File: src/logic/smb_cfg_pkg.sv
// Purpose: shared constants and types for the smbus configuration port
// Assumes: 8-bit register bytes, 7-bit target address plus direction bit
// Notes:   tri-level strap coding is low=0, mid=1, high=2
package smb_cfg_pkg;
  localparam int          PAIRS        = 19;
  localparam logic [7:0]  IDX_CTRL0    = 8'h00;
  localparam logic [7:0]  IDX_OE_LOW   = 8'h01;
  localparam logic [7:0]  IDX_OE_MID   = 8'h02;
  localparam logic [7:0]  IDX_IDENT    = 8'h05;
  localparam logic [7:0]  IDX_DEVID    = 8'h06;
  localparam logic [7:0]  IDX_COUNT    = 8'h07;
  localparam logic [4:0]  COUNT_RESET  = 5'h08;
  localparam logic [2:0]  CTRL0_EN_RST = 3'h7;
  localparam logic [7:0]  OE_RST       = 8'hFF;
  localparam int          CTRL0_EN_LSB = 3;
  // tri-level pin codes
  typedef enum logic [1:0] {TRI_LOW, TRI_MID, TRI_HIGH} tri_level_e;
  // strap latch results carried together
  typedef struct packed {
    logic [1:0] pll_mode;
    logic       input_frequency_select;
  } straps_s;
  // 8-bit addresses, index = 3*a1 + a0
  localparam logic [7:0] ADDR_TABLE [9] = '{8'hD8, 8'hDA, 8'hDE, 8'hC2, 8'hC4,
                                            8'hC6, 8'hCA, 8'hCC, 8'hCE};
  // pll mode readback for low, mid, high pin levels
  localparam logic [1:0] MODE_LOW = 2'h0;
  localparam logic [1:0] MODE_MID = 2'h1;
  localparam logic [1:0] MODE_HI  = 2'h3;
endpackage

File: src/logic/smb_sync.sv
// Purpose: two-flop synchroniser for pin inputs
// Assumes: destination is mclk_i
// Notes:   first stage is read only by the second
`timescale 1ns/10ps
`default_nettype none
module smb_sync #(
  parameter int           W   = 1,
  parameter logic [W-1:0] RST = '0  // idle level of the pins after reset
) (
  input  wire logic         mclk_i,
  input  wire logic         rstn_i,
  input  wire logic [W-1:0] d_i,
  output logic      [W-1:0] q_o
);
  logic [W-1:0] meta_q;
  // double register against metastability
  always_ff @(posedge mclk_i or negedge rstn_i) begin
    if (!rstn_i) begin
      meta_q <= RST;
      q_o    <= RST;
    end else begin
      meta_q <= d_i;
      q_o    <= meta_q;
    end
  end
endmodule // smb_sync
`default_nettype wire

File: src/logic/smb_cfg_port.sv
// Purpose: smbus target port holding the output-enable configuration bytes
// Assumes: scl/sda oversampled on mclk_i; straps stable at reset release
// Notes:   block write/read with byte count; no clock stretching
`timescale 1ns/10ps
`default_nettype none
module smb_cfg_port
  import smb_cfg_pkg::*;
#(
  parameter logic [3:0] REVISION_CODE = 4'h0, // arbitrary value
  parameter logic [3:0] VENDOR_CODE   = 4'h5, // arbitrary value
  parameter logic [7:0] DEVICE_CODE   = 8'h5A // arbitrary value
) (
  input  wire logic                 mclk_i,
  input  wire logic                 rstn_i,
  input  wire logic                 scl_i,
  input  wire logic                 sda_i,
  output logic                      sda_o,
  output logic                      sda_oe_o,
  input  wire smb_cfg_pkg::tri_level_e addr_strap1_i,
  input  wire smb_cfg_pkg::tri_level_e addr_strap0_i,
  input  wire smb_cfg_pkg::tri_level_e pll_mode_pin_i,
  input  wire logic                 input_frequency_select_i,
  input  wire logic [PAIRS-1:0]     hw_enable_i,
  output logic      [PAIRS-1:0]     pair_run_o
);
  import smb_cfg_pkg::*;
  // the register map serves exactly nineteen pairs
  if (PAIRS != 19) begin : g_bad_pairs
    $error("pair count must be 19");
  end

  typedef enum logic [2:0] {ST_IDLE, ST_ADDR, ST_INDEX, ST_COUNT, ST_WDATA,
                            ST_RDATA, ST_IGNORE} state_e;

  // pins cross into mclk_i
  logic [1:0] bus_s;
  logic [6:0] pin_s;
  // bus copies reset to the released level so no false edge follows reset
  smb_sync #(.W(2), .RST(2'b11)) u_bus (.mclk_i(mclk_i), .rstn_i(rstn_i),
    .d_i({scl_i, sda_i}), .q_o(bus_s));
  smb_sync #(.W(7)) u_pins (.mclk_i(mclk_i), .rstn_i(rstn_i),
    .d_i({addr_strap1_i, addr_strap0_i, pll_mode_pin_i, input_frequency_select_i}),
    .q_o(pin_s));
  logic [PAIRS-1:0] hwen_s;
  smb_sync #(.W(PAIRS)) u_hwen (.mclk_i(mclk_i), .rstn_i(rstn_i),
    .d_i(hw_enable_i), .q_o(hwen_s));

  // straps caught once after reset release
  logic       latched_q;
  straps_s    straps_q;
  logic [7:0] addr_q;
  logic [3:0] addr_idx;
  logic [1:0] mode_dec;
  always_comb begin
    addr_idx = 4'(3 * int'(pin_s[6:5]) + int'(pin_s[4:3]));
    unique case (pin_s[2:1])
      TRI_LOW: mode_dec = MODE_LOW;
      TRI_MID: mode_dec = MODE_MID;
      default: mode_dec = MODE_HI;
    endcase
  end
  logic [1:0] settle_q;
  always_ff @(posedge mclk_i or negedge rstn_i) begin
    if (!rstn_i) begin
      settle_q  <= 2'h0;
      latched_q <= 1'b0;
      straps_q  <= '0;
      addr_q    <= ADDR_TABLE[0];
    end else if (!latched_q) begin
      settle_q <= settle_q + 2'h1;
      if (settle_q == 2'h3) begin
        latched_q <= 1'b1;
        straps_q  <= '{pll_mode: mode_dec, input_frequency_select: pin_s[0]};
        addr_q    <= (addr_idx < 4'h9) ? ADDR_TABLE[addr_idx] : ADDR_TABLE[0];
      end
    end
  end

  // bus condition detection on the synchronised copies
  logic scl_q, sda_q;
  always_ff @(posedge mclk_i or negedge rstn_i) begin
    if (!rstn_i) begin
      scl_q <= 1'b1;
      sda_q <= 1'b1;
    end else begin
      scl_q <= bus_s[1];
      sda_q <= bus_s[0];
    end
  end
  logic scl_rise, scl_fall, start_c, stop_c;
  assign scl_rise = bus_s[1] & ~scl_q;
  assign scl_fall = ~bus_s[1] & scl_q;
  assign start_c  = bus_s[1] & scl_q & sda_q & ~bus_s[0];
  assign stop_c   = bus_s[1] & scl_q & ~sda_q & bus_s[0];

  // configuration registers
  logic [2:0]  en_hi_q;
  logic [7:0]  oe_low_q, oe_mid_q;
  logic [4:0]  count_q;
  logic        wr_stb;
  logic [7:0]  idx_q, shift_q;
  // register writes; read-only and reserved bits have no storage
  always_ff @(posedge mclk_i or negedge rstn_i) begin
    if (!rstn_i) begin
      en_hi_q  <= CTRL0_EN_RST;
      oe_low_q <= OE_RST;
      oe_mid_q <= OE_RST;
      count_q  <= COUNT_RESET;
    end else if (wr_stb) begin
      unique case (idx_q)
        IDX_CTRL0:  en_hi_q  <= shift_q[CTRL0_EN_LSB +: 3];
        IDX_OE_LOW: oe_low_q <= shift_q;
        IDX_OE_MID: oe_mid_q <= shift_q;
        IDX_COUNT:  count_q  <= shift_q[4:0];
        default: ;
      endcase
    end
  end

  // read mux; unmapped bytes read zero
  logic [7:0] rd_byte, rd_idx;
  always_comb begin
    unique case (rd_idx)
      IDX_CTRL0:  rd_byte = {straps_q.pll_mode, en_hi_q, 2'b00,
                             straps_q.input_frequency_select};
      IDX_OE_LOW: rd_byte = oe_low_q;
      IDX_OE_MID: rd_byte = oe_mid_q;
      IDX_IDENT:  rd_byte = {REVISION_CODE, VENDOR_CODE};
      IDX_DEVID:  rd_byte = DEVICE_CODE;
      IDX_COUNT:  rd_byte = {3'b000, count_q};
      default:    rd_byte = 8'h00;
    endcase
  end

  // pair gating from register and hardware enable
  always_ff @(posedge mclk_i or negedge rstn_i) begin
    if (!rstn_i) pair_run_o <= '0;
    else pair_run_o <= {en_hi_q, oe_mid_q, oe_low_q} & hwen_s;
  end

  // protocol engine
  state_e     st_q;
  logic [3:0] bit_q;
  logic       ack_phase_q, rd_q, drive_q, cnt_sent_q, nack_q;
  logic       byte_done;
  assign byte_done = scl_rise && bit_q == 4'h7 && !ack_phase_q;
  assign wr_stb    = (st_q == ST_WDATA) && scl_fall && ack_phase_q && bit_q == 4'h8;
  always_ff @(posedge mclk_i or negedge rstn_i) begin
    if (!rstn_i) begin
      st_q <= ST_IDLE; bit_q <= 4'h0; ack_phase_q <= 1'b0; rd_q <= 1'b0;
      shift_q <= 8'h00; idx_q <= 8'h00; drive_q <= 1'b0; cnt_sent_q <= 1'b0;
      nack_q <= 1'b0;
    end else if (start_c) begin
      st_q <= ST_ADDR; bit_q <= 4'h0; ack_phase_q <= 1'b0; drive_q <= 1'b0;
    end else if (stop_c) begin
      st_q <= ST_IDLE; drive_q <= 1'b0;
    end else if (st_q != ST_IDLE && st_q != ST_IGNORE) begin
      if (!ack_phase_q && st_q != ST_RDATA && scl_rise) begin
        shift_q <= {shift_q[6:0], bus_s[0]};
        bit_q   <= bit_q + 4'h1;
      end
      if (byte_done && st_q != ST_RDATA) begin
        ack_phase_q <= 1'b1;
        bit_q <= 4'h8;
      end
      // drive ack after the eighth bit, release after ninth clock
      if (ack_phase_q && scl_fall && bit_q == 4'h8) begin
        if (st_q == ST_ADDR && shift_q[7:1] != addr_q[7:1]) begin
          st_q <= ST_IGNORE;
        end else begin
          drive_q <= 1'b1;
          bit_q   <= 4'h9;
        end
      end else if (ack_phase_q && scl_fall && bit_q == 4'h9) begin
        drive_q <= 1'b0; ack_phase_q <= 1'b0; bit_q <= 4'h0;
        unique case (st_q)
          ST_ADDR: begin
            rd_q <= shift_q[0];
            if (shift_q[0]) begin
              st_q <= ST_RDATA; cnt_sent_q <= 1'b0;
              shift_q <= {3'b000, count_q}; drive_q <= 1'b1; // count msb is zero
            end else st_q <= ST_INDEX;
          end
          ST_INDEX: begin idx_q <= shift_q; st_q <= ST_COUNT; end
          ST_COUNT: st_q <= ST_WDATA;
          ST_WDATA: idx_q <= idx_q + 8'h01;
          default: ;
        endcase
      end
      // transmit: sda changes on falling scl
      if (st_q == ST_RDATA) begin
        if (!ack_phase_q) begin
          drive_q <= ~shift_q[7];
          if (scl_fall) begin
            if (bit_q == 4'h7) begin
              ack_phase_q <= 1'b1; drive_q <= 1'b0;
            end else begin
              shift_q <= {shift_q[6:0], 1'b0};
              bit_q <= bit_q + 4'h1;
            end
          end
        end else begin
          drive_q <= 1'b0;
          if (scl_rise) nack_q <= bus_s[0];
          if (scl_fall && !nack_q) begin
            ack_phase_q <= 1'b0; bit_q <= 4'h0;
            if (cnt_sent_q) idx_q <= idx_q + 8'h01;
            cnt_sent_q <= 1'b1;
            shift_q <= rd_byte;
          end else if (scl_fall) begin
            st_q <= ST_IGNORE;
          end
        end
      end
    end
  end
  // once the count is out, each load comes from the index being stepped to
  assign rd_idx = (st_q == ST_RDATA && cnt_sent_q) ? idx_q + 8'h01 : idx_q;
  // open-drain: only ever pulls low
  assign sda_o    = 1'b0;
  assign sda_oe_o = drive_q;

  chk_nack_release: assert property (@(posedge mclk_i) disable iff (!rstn_i)
    (st_q == ST_IGNORE) |-> !sda_oe_o) else $error("sda held after nack");
  chk_pair_gate: assert property (@(posedge mclk_i) disable iff (!rstn_i)
    !hwen_s[0] |=> !pair_run_o[0]) else $error("pair ran while disabled");
  chk_count_reset: assert property (@(posedge mclk_i) disable iff (!rstn_i)
    $rose(rstn_i) |-> count_q == COUNT_RESET) else $error("count reset");
  chk_reserved_zero: assert property (@(posedge mclk_i) disable iff (!rstn_i)
    rd_idx == IDX_CTRL0 |-> rd_byte[2:1] == 2'b00) else $error("reserved bits");
  chk_ack_only_drive: assert property (@(posedge mclk_i) disable iff (!rstn_i)
    (st_q != ST_RDATA && !ack_phase_q) |-> !sda_oe_o) else $error("sda driven outside ack");
  chk_low_store: assert property (@(posedge mclk_i) disable iff (!rstn_i)
    (wr_stb && idx_q == IDX_OE_LOW) |=> oe_low_q == $past(shift_q))
    else $error("output enable byte not stored");
  chk_count_first: assert property (@(posedge mclk_i) disable iff (!rstn_i)
    $rose(st_q == ST_RDATA) |-> shift_q == {3'b000, count_q})
    else $error("count byte not sent first");
  cov_write: cover property (@(posedge mclk_i) wr_stb);
  cov_read: cover property (@(posedge mclk_i) st_q == ST_RDATA);
  cov_ignore: cover property (@(posedge mclk_i) st_q == ST_IGNORE);
endmodule // smb_cfg_port
`default_nettype wire

File: config.mk
export PLATFORM = sky130hd
export DESIGN_NAME = smb_cfg_port
export DESIGN_NICKNAME = d
export VERILOG_FILES = /design/src/logic/smb_cfg_pkg.sv /design/src/logic/smb_sync.sv /design/src/logic/smb_cfg_port.sv
export SDC_FILE = /design/constraint.sdc
export NUM_CORES = 1
export LEC_CHECK = 0
export ABC_AREA = 1
export BUFFER_PORTS_ARGS = -buffer_cell sky130_fd_sc_hd__buf_2
export CAP_MARGIN = 10
export CORE_ASPECT_RATIO = 1.1
export CORE_MARGIN = 2
export CORE_UTILIZATION = 50
export DETAILED_ROUTE_END_ITERATION = 10
export PLACE_DENSITY_LB_ADDON = 0.1
export SETUP_SLACK_MARGIN = 0.02
export SYNTH_ARGS = -nofsm -noshare
export SYNTH_HDL_FRONTEND = slang
export SYNTH_SLANG_ARGS = --single-unit
export TNS_END_PERCENT = 20
File: constraint.sdc
create_clock -name mclk_i -period 2.2 [get_ports mclk_i]
set_input_delay 0.44 -clock mclk_i [delete_from_list [all_inputs] [get_ports mclk_i]]
set_output_delay 0.44 -clock mclk_i [all_outputs]
set_load 0.02 [all_outputs]
-- After elaboration in Yosys (flattened, before gate mapping)
Memory sizes are Yosys's and may differ from the RTL's.
Index checks and enable logic that the tools add are counted.
- register bits: 142
- bits in read-only memories: 128
- input bits: 30
- output and inout port bits: 21
- logic and storage cells: 187
- memories: 1
- add/subtract/negate cells: 4
- multipliers: 1
- magnitude comparators: 2
- equal/unequal tests: 23
- muxes and demuxes: 80
- bitwise operators: 17
- reductions and logical operators: 33
- memories (memory ; depth ; width ; rd ports ; clocked after memory_dff ; wr ports ; line ; text):
    (name not given) ; 16 ; 8 ; 1 ; 0 ; 0 ; smb_cfg_port.sv:74 ; addr_q <= (addr_idx < 4'h9) ? ADDR_TABLE[addr_idx] : ADDR_TABLE[0];
- operators with widths (kind ; number):
    $mux 8 ; 20
    $mux 4 ; 13
    $pmux 8 s6 ; 1
    $mux 3 ; 11
    $eq 8x3->1 const B ; 4
    $mux 1 ; 32
    $and 19x19->19 ; 1
    $eq 8x1->1 const B ; 2
    $eq 8x2->1 const B ; 2
    $logic_not 8->1 ; 2
    $pmux 8 s2 ; 1
    $logic_and 1x1->1 ; 15
    $reduce_and 2->1 ; 6
    $pmux 3 s3 ; 1
    $add 8x1->8 const B ; 1
    $eq 4x4->1 const B ; 2
    $not 1->1 ; 8
    $and 1x1->1 ; 7
    $ne 7x7->1 ; 1
    $eq 3x2->1 const B ; 2
    $eq 3x3->1 const B ; 2
    $ne 3x3->1 const B ; 2
    $reduce_and 3->1 ; 2
    $reduce_and 6->1 ; 1
    19 further kinds ; 21

-- Longest topological paths before layout
- depth after elaboration: 15
- gate-level depth with buffers: 18
- mapped depth without buffers: 16

-- Modules after synthesis
From an unflattened synthesis, not the netlist that was laid out.
- cell total of the unflattened synthesis: 717
- area, all modules: 6302.3 um^2
- by module, submodules not included (module ; instances ; cells each ; area an instance (um^2) ; seq. area each (um^2)):
    smb_cfg_port ; 1 ; 661 ; 4895.9 ; 2082.0
    smb_sync at u_hwen ; 1 ; 38 ; 950.9 ; 950.9
    smb_sync at u_pins ; 1 ; 14 ; 350.3 ; 350.3
    smb_sync at u_bus ; 1 ; 4 ; 105.1 ; 105.1

-- Worst setup path after synthesis
OpenSTA, ideal clock, no wires.
- path kind: reg2reg
- from: register u_pins.q_o[4]
- to: register addr_q[1]
- setup time: 0.118 ns
- arrival: 1.992 ns
- required time: 2.082 ns
- setup slack: 0.090 ns
- stages on the path, launching flop included: 9
- clock period less this slack: 2.110 ns
- cells stage by stage: dfrtp_1 fa_1 ha_1 inv_1 fa_1 nand2_1 o21ai_0 a21oi_1 a21o_1
- word-level cells in the longest chain between the ends: 6
- ends and longest elaborated chain (element ; line ; text):
    start: declaration ; smb_sync.sv:13 ; output logic [W-1:0] q_o
    start signal: assignment ; smb_sync.sv:23 ; q_o <= meta_q;
    $add 4x2->4 (*) ; smb_cfg_port.sv:55 ; addr_idx = 4'(3 * int'(pin_s[6:5]) + int'(pin_s[4:3]));
    $not 4->5 (implied by the code) ; smb_cfg_port.sv:74 ;
    $mem_v2 16x8 ; -- ;
    $mux 8 (implied by the code) (2 in series) ; smb_cfg_port.sv:74 ;
    $mux 8 (*) ; smb_cfg_port.sv:74 ;
    end signal: assignment ; smb_cfg_port.sv:68 ; addr_q <= ADDR_TABLE[0];
    end signal: assignment ; smb_cfg_port.sv:74 ;
    end: declaration ; smb_cfg_port.sv:51 ; logic [7:0] addr_q;
Every way passes the cells marked *; elsewhere a longest branch is shown, timed or not. The select of a mux whose other input is x is not followed.
A chain may end at the register's enable or synchronous reset.

-- Worst setup path after layout
Same ends and word-level chain as after synthesis.

==> reports/metrics.cfg <==
[outcome]
status = complete, but fails checks
violations = negative setup slack

[critical_path]
startpoint_type = flop
required_ns = 2.51
crit_fanout = 7
cp_cell_sequence = fa_1, ha_1, inv_1, fa_2, nand2_2, o21ai_0, a21oi_2, a21o_1
cpPeakStageDelay_ns = 0.61
end_kind = flop
worstSetupPathType = flop to flop
crit_arrival_ns = 2.55
slowest_stage = fa_2

[global_routing]
antenna_found_initial = 0
grt-ovfl-total = 0
grt_pass1_wl_um = 23600
grt.total_usage_pct = 22.0
grt_max_degree = 43
first_global_vias = 4905

[power_and_ir_drop]
cellPowerDensity_nw_per_um2 = 899
clkPwrFrac_pct = 40.8
vdd_drop_max_mv = 0.609
p_sw_share_pct = 30.8
p_sw_w = 0.00211
power_frac_seq_pct = 43.4
internal_power_w = 0.00475
p_comb_share_pct = 15.7
p_leak_nw = 3.81

[floorplanning]
std_cell_rows = 43
ios = 51
initial_core_util_pct = 50.9
die_area_sq_um = 13700
die_w_um = 112
core_area_sq_um = 12500
die_y_um = 122

[clock_tree]
cts.sinks = 138
cts_buffers = 17
cts-root-buf = clkbuf_16
h-tree-depth = 4
cts_tree = built
clk_path_buf_depth = 2
clkSlewWorstSetupHoldPaths_ns = 0.06
clock_latency_ns = 0.43

[drt]
vias_per_cell = 5.27
drtIter0Drc = 309
drt_first_pass_iters = 5
drt_wl_total_um = 14300
wl_per_cell_um = 15.1
drc = 0
vias = 4969
detail-route-antenna-nets = 0

[cells_and_area]
nets = 818
instances_no_fill = 942
n_antenna_cell = 0
postLayoutCellArea_sq_um = 7630
syn2layout_area_growth_pct = 19.6
fill_cells = 1072
layout-drive-gt1-share_pct = 26.6

[synthesis]
ys_seq_elements = 138
synth_cell_types = 49
ys_warn_count = 0
syn_inst = 693
synth_ff_type = dfrtp_1
yosys.area.top_type = dfrtp_1
syn_nets = 739
synth.avg_cell_area_sq_um = 9.20
ys_async_sr_fraction_pct = 100
netlist_area_sq_um = 6380
synth_top_area_share_pct = 43.2
synth-edff-count = 0
ys_seq_area_share_pct = 54.7
synth_area_leaders = dfrtp_1 (43%), dfstp_2 (12%), nand2_1 (9.8%)

[timing]
hold_violations = 0
rsz0062_at_grt = true
clock-skew-final_ns = 0.00511
holdWs_ns = 0.112
drv_slew = 0
period_share_pct = 102
setup_slack_ns = -0.0399
finalCriticalPeriod_ns = 2.24
max_freq_mhz = 446
setup_violations = 2
tightest_slew_ns = 0.506
slew_headroom_pct = 66.1

[placement]
placed_cell_area_sq_um = 6910
dp_hpwl_um = 9970
gp_congestion = 0.920
dp_cells = 907
io_buffers = 49
dpl_worst_slack_ns = -0.0327

[hold_path]
hp-class = input pin to flop

[run]
drv_cap = 0

-- Yosys cell counts, drive strengths merged, types with 2 or more instances --
library cell	number
o22ai	3
nor2	51
o21ai	62
dfstp	28
or2	5
o21bai	2
a21o	2
dfrtp	110
buf	12
nand4	8
a31oi	3
a21oi	19
clkbuf	2
a32oi	2
nor3	9
fa	2
nor4	4
xor2	3
nand3	46
o2111ai	2
a22oi	4
o211ai	7
inv	98
o221ai	5
xnor2	4
ha	14
nand2	181
-- power by group through the flow --
stage                     Sequential [W]  Combinational, W  Clock (W)
after global placement           0.00301           0.00104          0
after detailed placement         0.00301           0.00106          0
final                            0.00298           0.00108    0.00280
after floorplan                  0.00293          0.000726          0
after global routing             0.00300           0.00123    0.00298
after CTS                        0.00297           0.00108    0.00286
-- through the flow --
stage               TNS (ns)  utilization, %  power [W]
floorplan                  0               -    0.00366
finish               -0.0459            60.9    0.00686
detailed placement   -0.0328            55.1    0.00408
global placement           0            55.1    0.00405
global route          -0.494            60.9    0.00721
CTS                  -0.0138            59.9    0.00690
-- state kept, by name, summed over array words and instances, names as in the netlist, 8 cells and up --
name,flops
u_hwen.q_o,19
oe_mid_q,8
pair_run_o,19
idx_q,8
oe_low_q,8
u_hwen.meta_q,19
shift_q,8
-- layout make-up --
class                   instances  area [sq um]  area share (%)
inverters                      98           373            4.89
clock buffers                  17           425            5.57
repair buffers                 72           464            6.08
flip-flops and latches        138          3500            45.8
well taps                     157           196            2.57
multi-input cells             445          2520            33.0
clock inverters                15           158            2.07
-- logic make-up (layout without fill, tap and decap cells) --
kind of cell             count (synthesis)  after routing  synth area share (%)
AO/OA/AOI/OAI                          113            113                  10.6
XOR/XNOR                                 7              7                 0.961
adder cells (fa/ha/maj)                 16             16                  3.37
buffers and inverters                  112            202                  7.65
flip-flops                             138            138                  54.7
other                                    1              1                0.0588
AND/OR/NAND/NOR                        306            308                  22.7
-- timing repair --
| item | CTS | global route |
|---|---|---|
| pin swaps | 0 | 9 |
| gates cloned | 0 | 2 |
| hold endpoints to repair | 31 | 0 |
| buffers inserted | 0 | 0 |
| resized for setup | 2 | 33 |
| hold buffers | 1 | 0 |
| setup endpoints to repair | 3 | 21 |
-- critical path: cells and delay by family, from the launching register on --
kind                     cells  cell delay, ns
AND/OR/NAND/NOR              1            0.08
buffers and inverters        1            0.05
adder cells (fa/ha/maj)      3            1.29
flip-flops                   1            0.38
AO/OA/AOI/OAI                3            0.34
-- final timing paths --
kind | start | end | slack [ns] | cells after the start
min in group asynchronous | rstn_i | st_q[0] | 0.50 | 2
max in group asynchronous | rstn_i | oe_mid_q[0] | 1.00 | 3
setup reg to reg | u_pins.q_o[4] | addr_q[1] | -0.04 | 8
hold reg to reg | u_pins.meta_q[6] | u_pins.q_o[6] | 0.35 | 0
setup / recovery | u_pins.q_o[4] | addr_q[1] | -0.04 | 8
hold / removal | scl_i | u_bus.meta_q[1] | 0.11 | 1
-- layer usage --
metal / global-route usage, % / up-vias / part of all wire (%)
met5: 0 / - / 0
li1: - / 2397 / -
met1: 29.0 / 2415 / 45
met4: 10.3 / 0 / 2.5
met2: 35.2 / 129 / 48
met3: 4.54 / 28 / 4.1
-- layout by cell type (no fill, tap or decap), drive strengths merged, types with 2 or more instances in the layout --
cell type and n:
a21o 2, nor3 9, o2111ai 2, nand2 182
nor4 4, buf 71, or2 5, clkinv 4
nand3 46, nand4 9, o21bai 2, o22ai 3
inv 106, clkinvlp 2, o221ai 5, xor2 3
clkbuf 17, fa 2, a31oi 3, xnor2 4
dfstp 28, o211ai 7, ha 14, a32oi 2
dfrtp 110, nor2 51, a22oi 4, a21oi 19
o21ai 62
(Power assumes the default switching activity.)
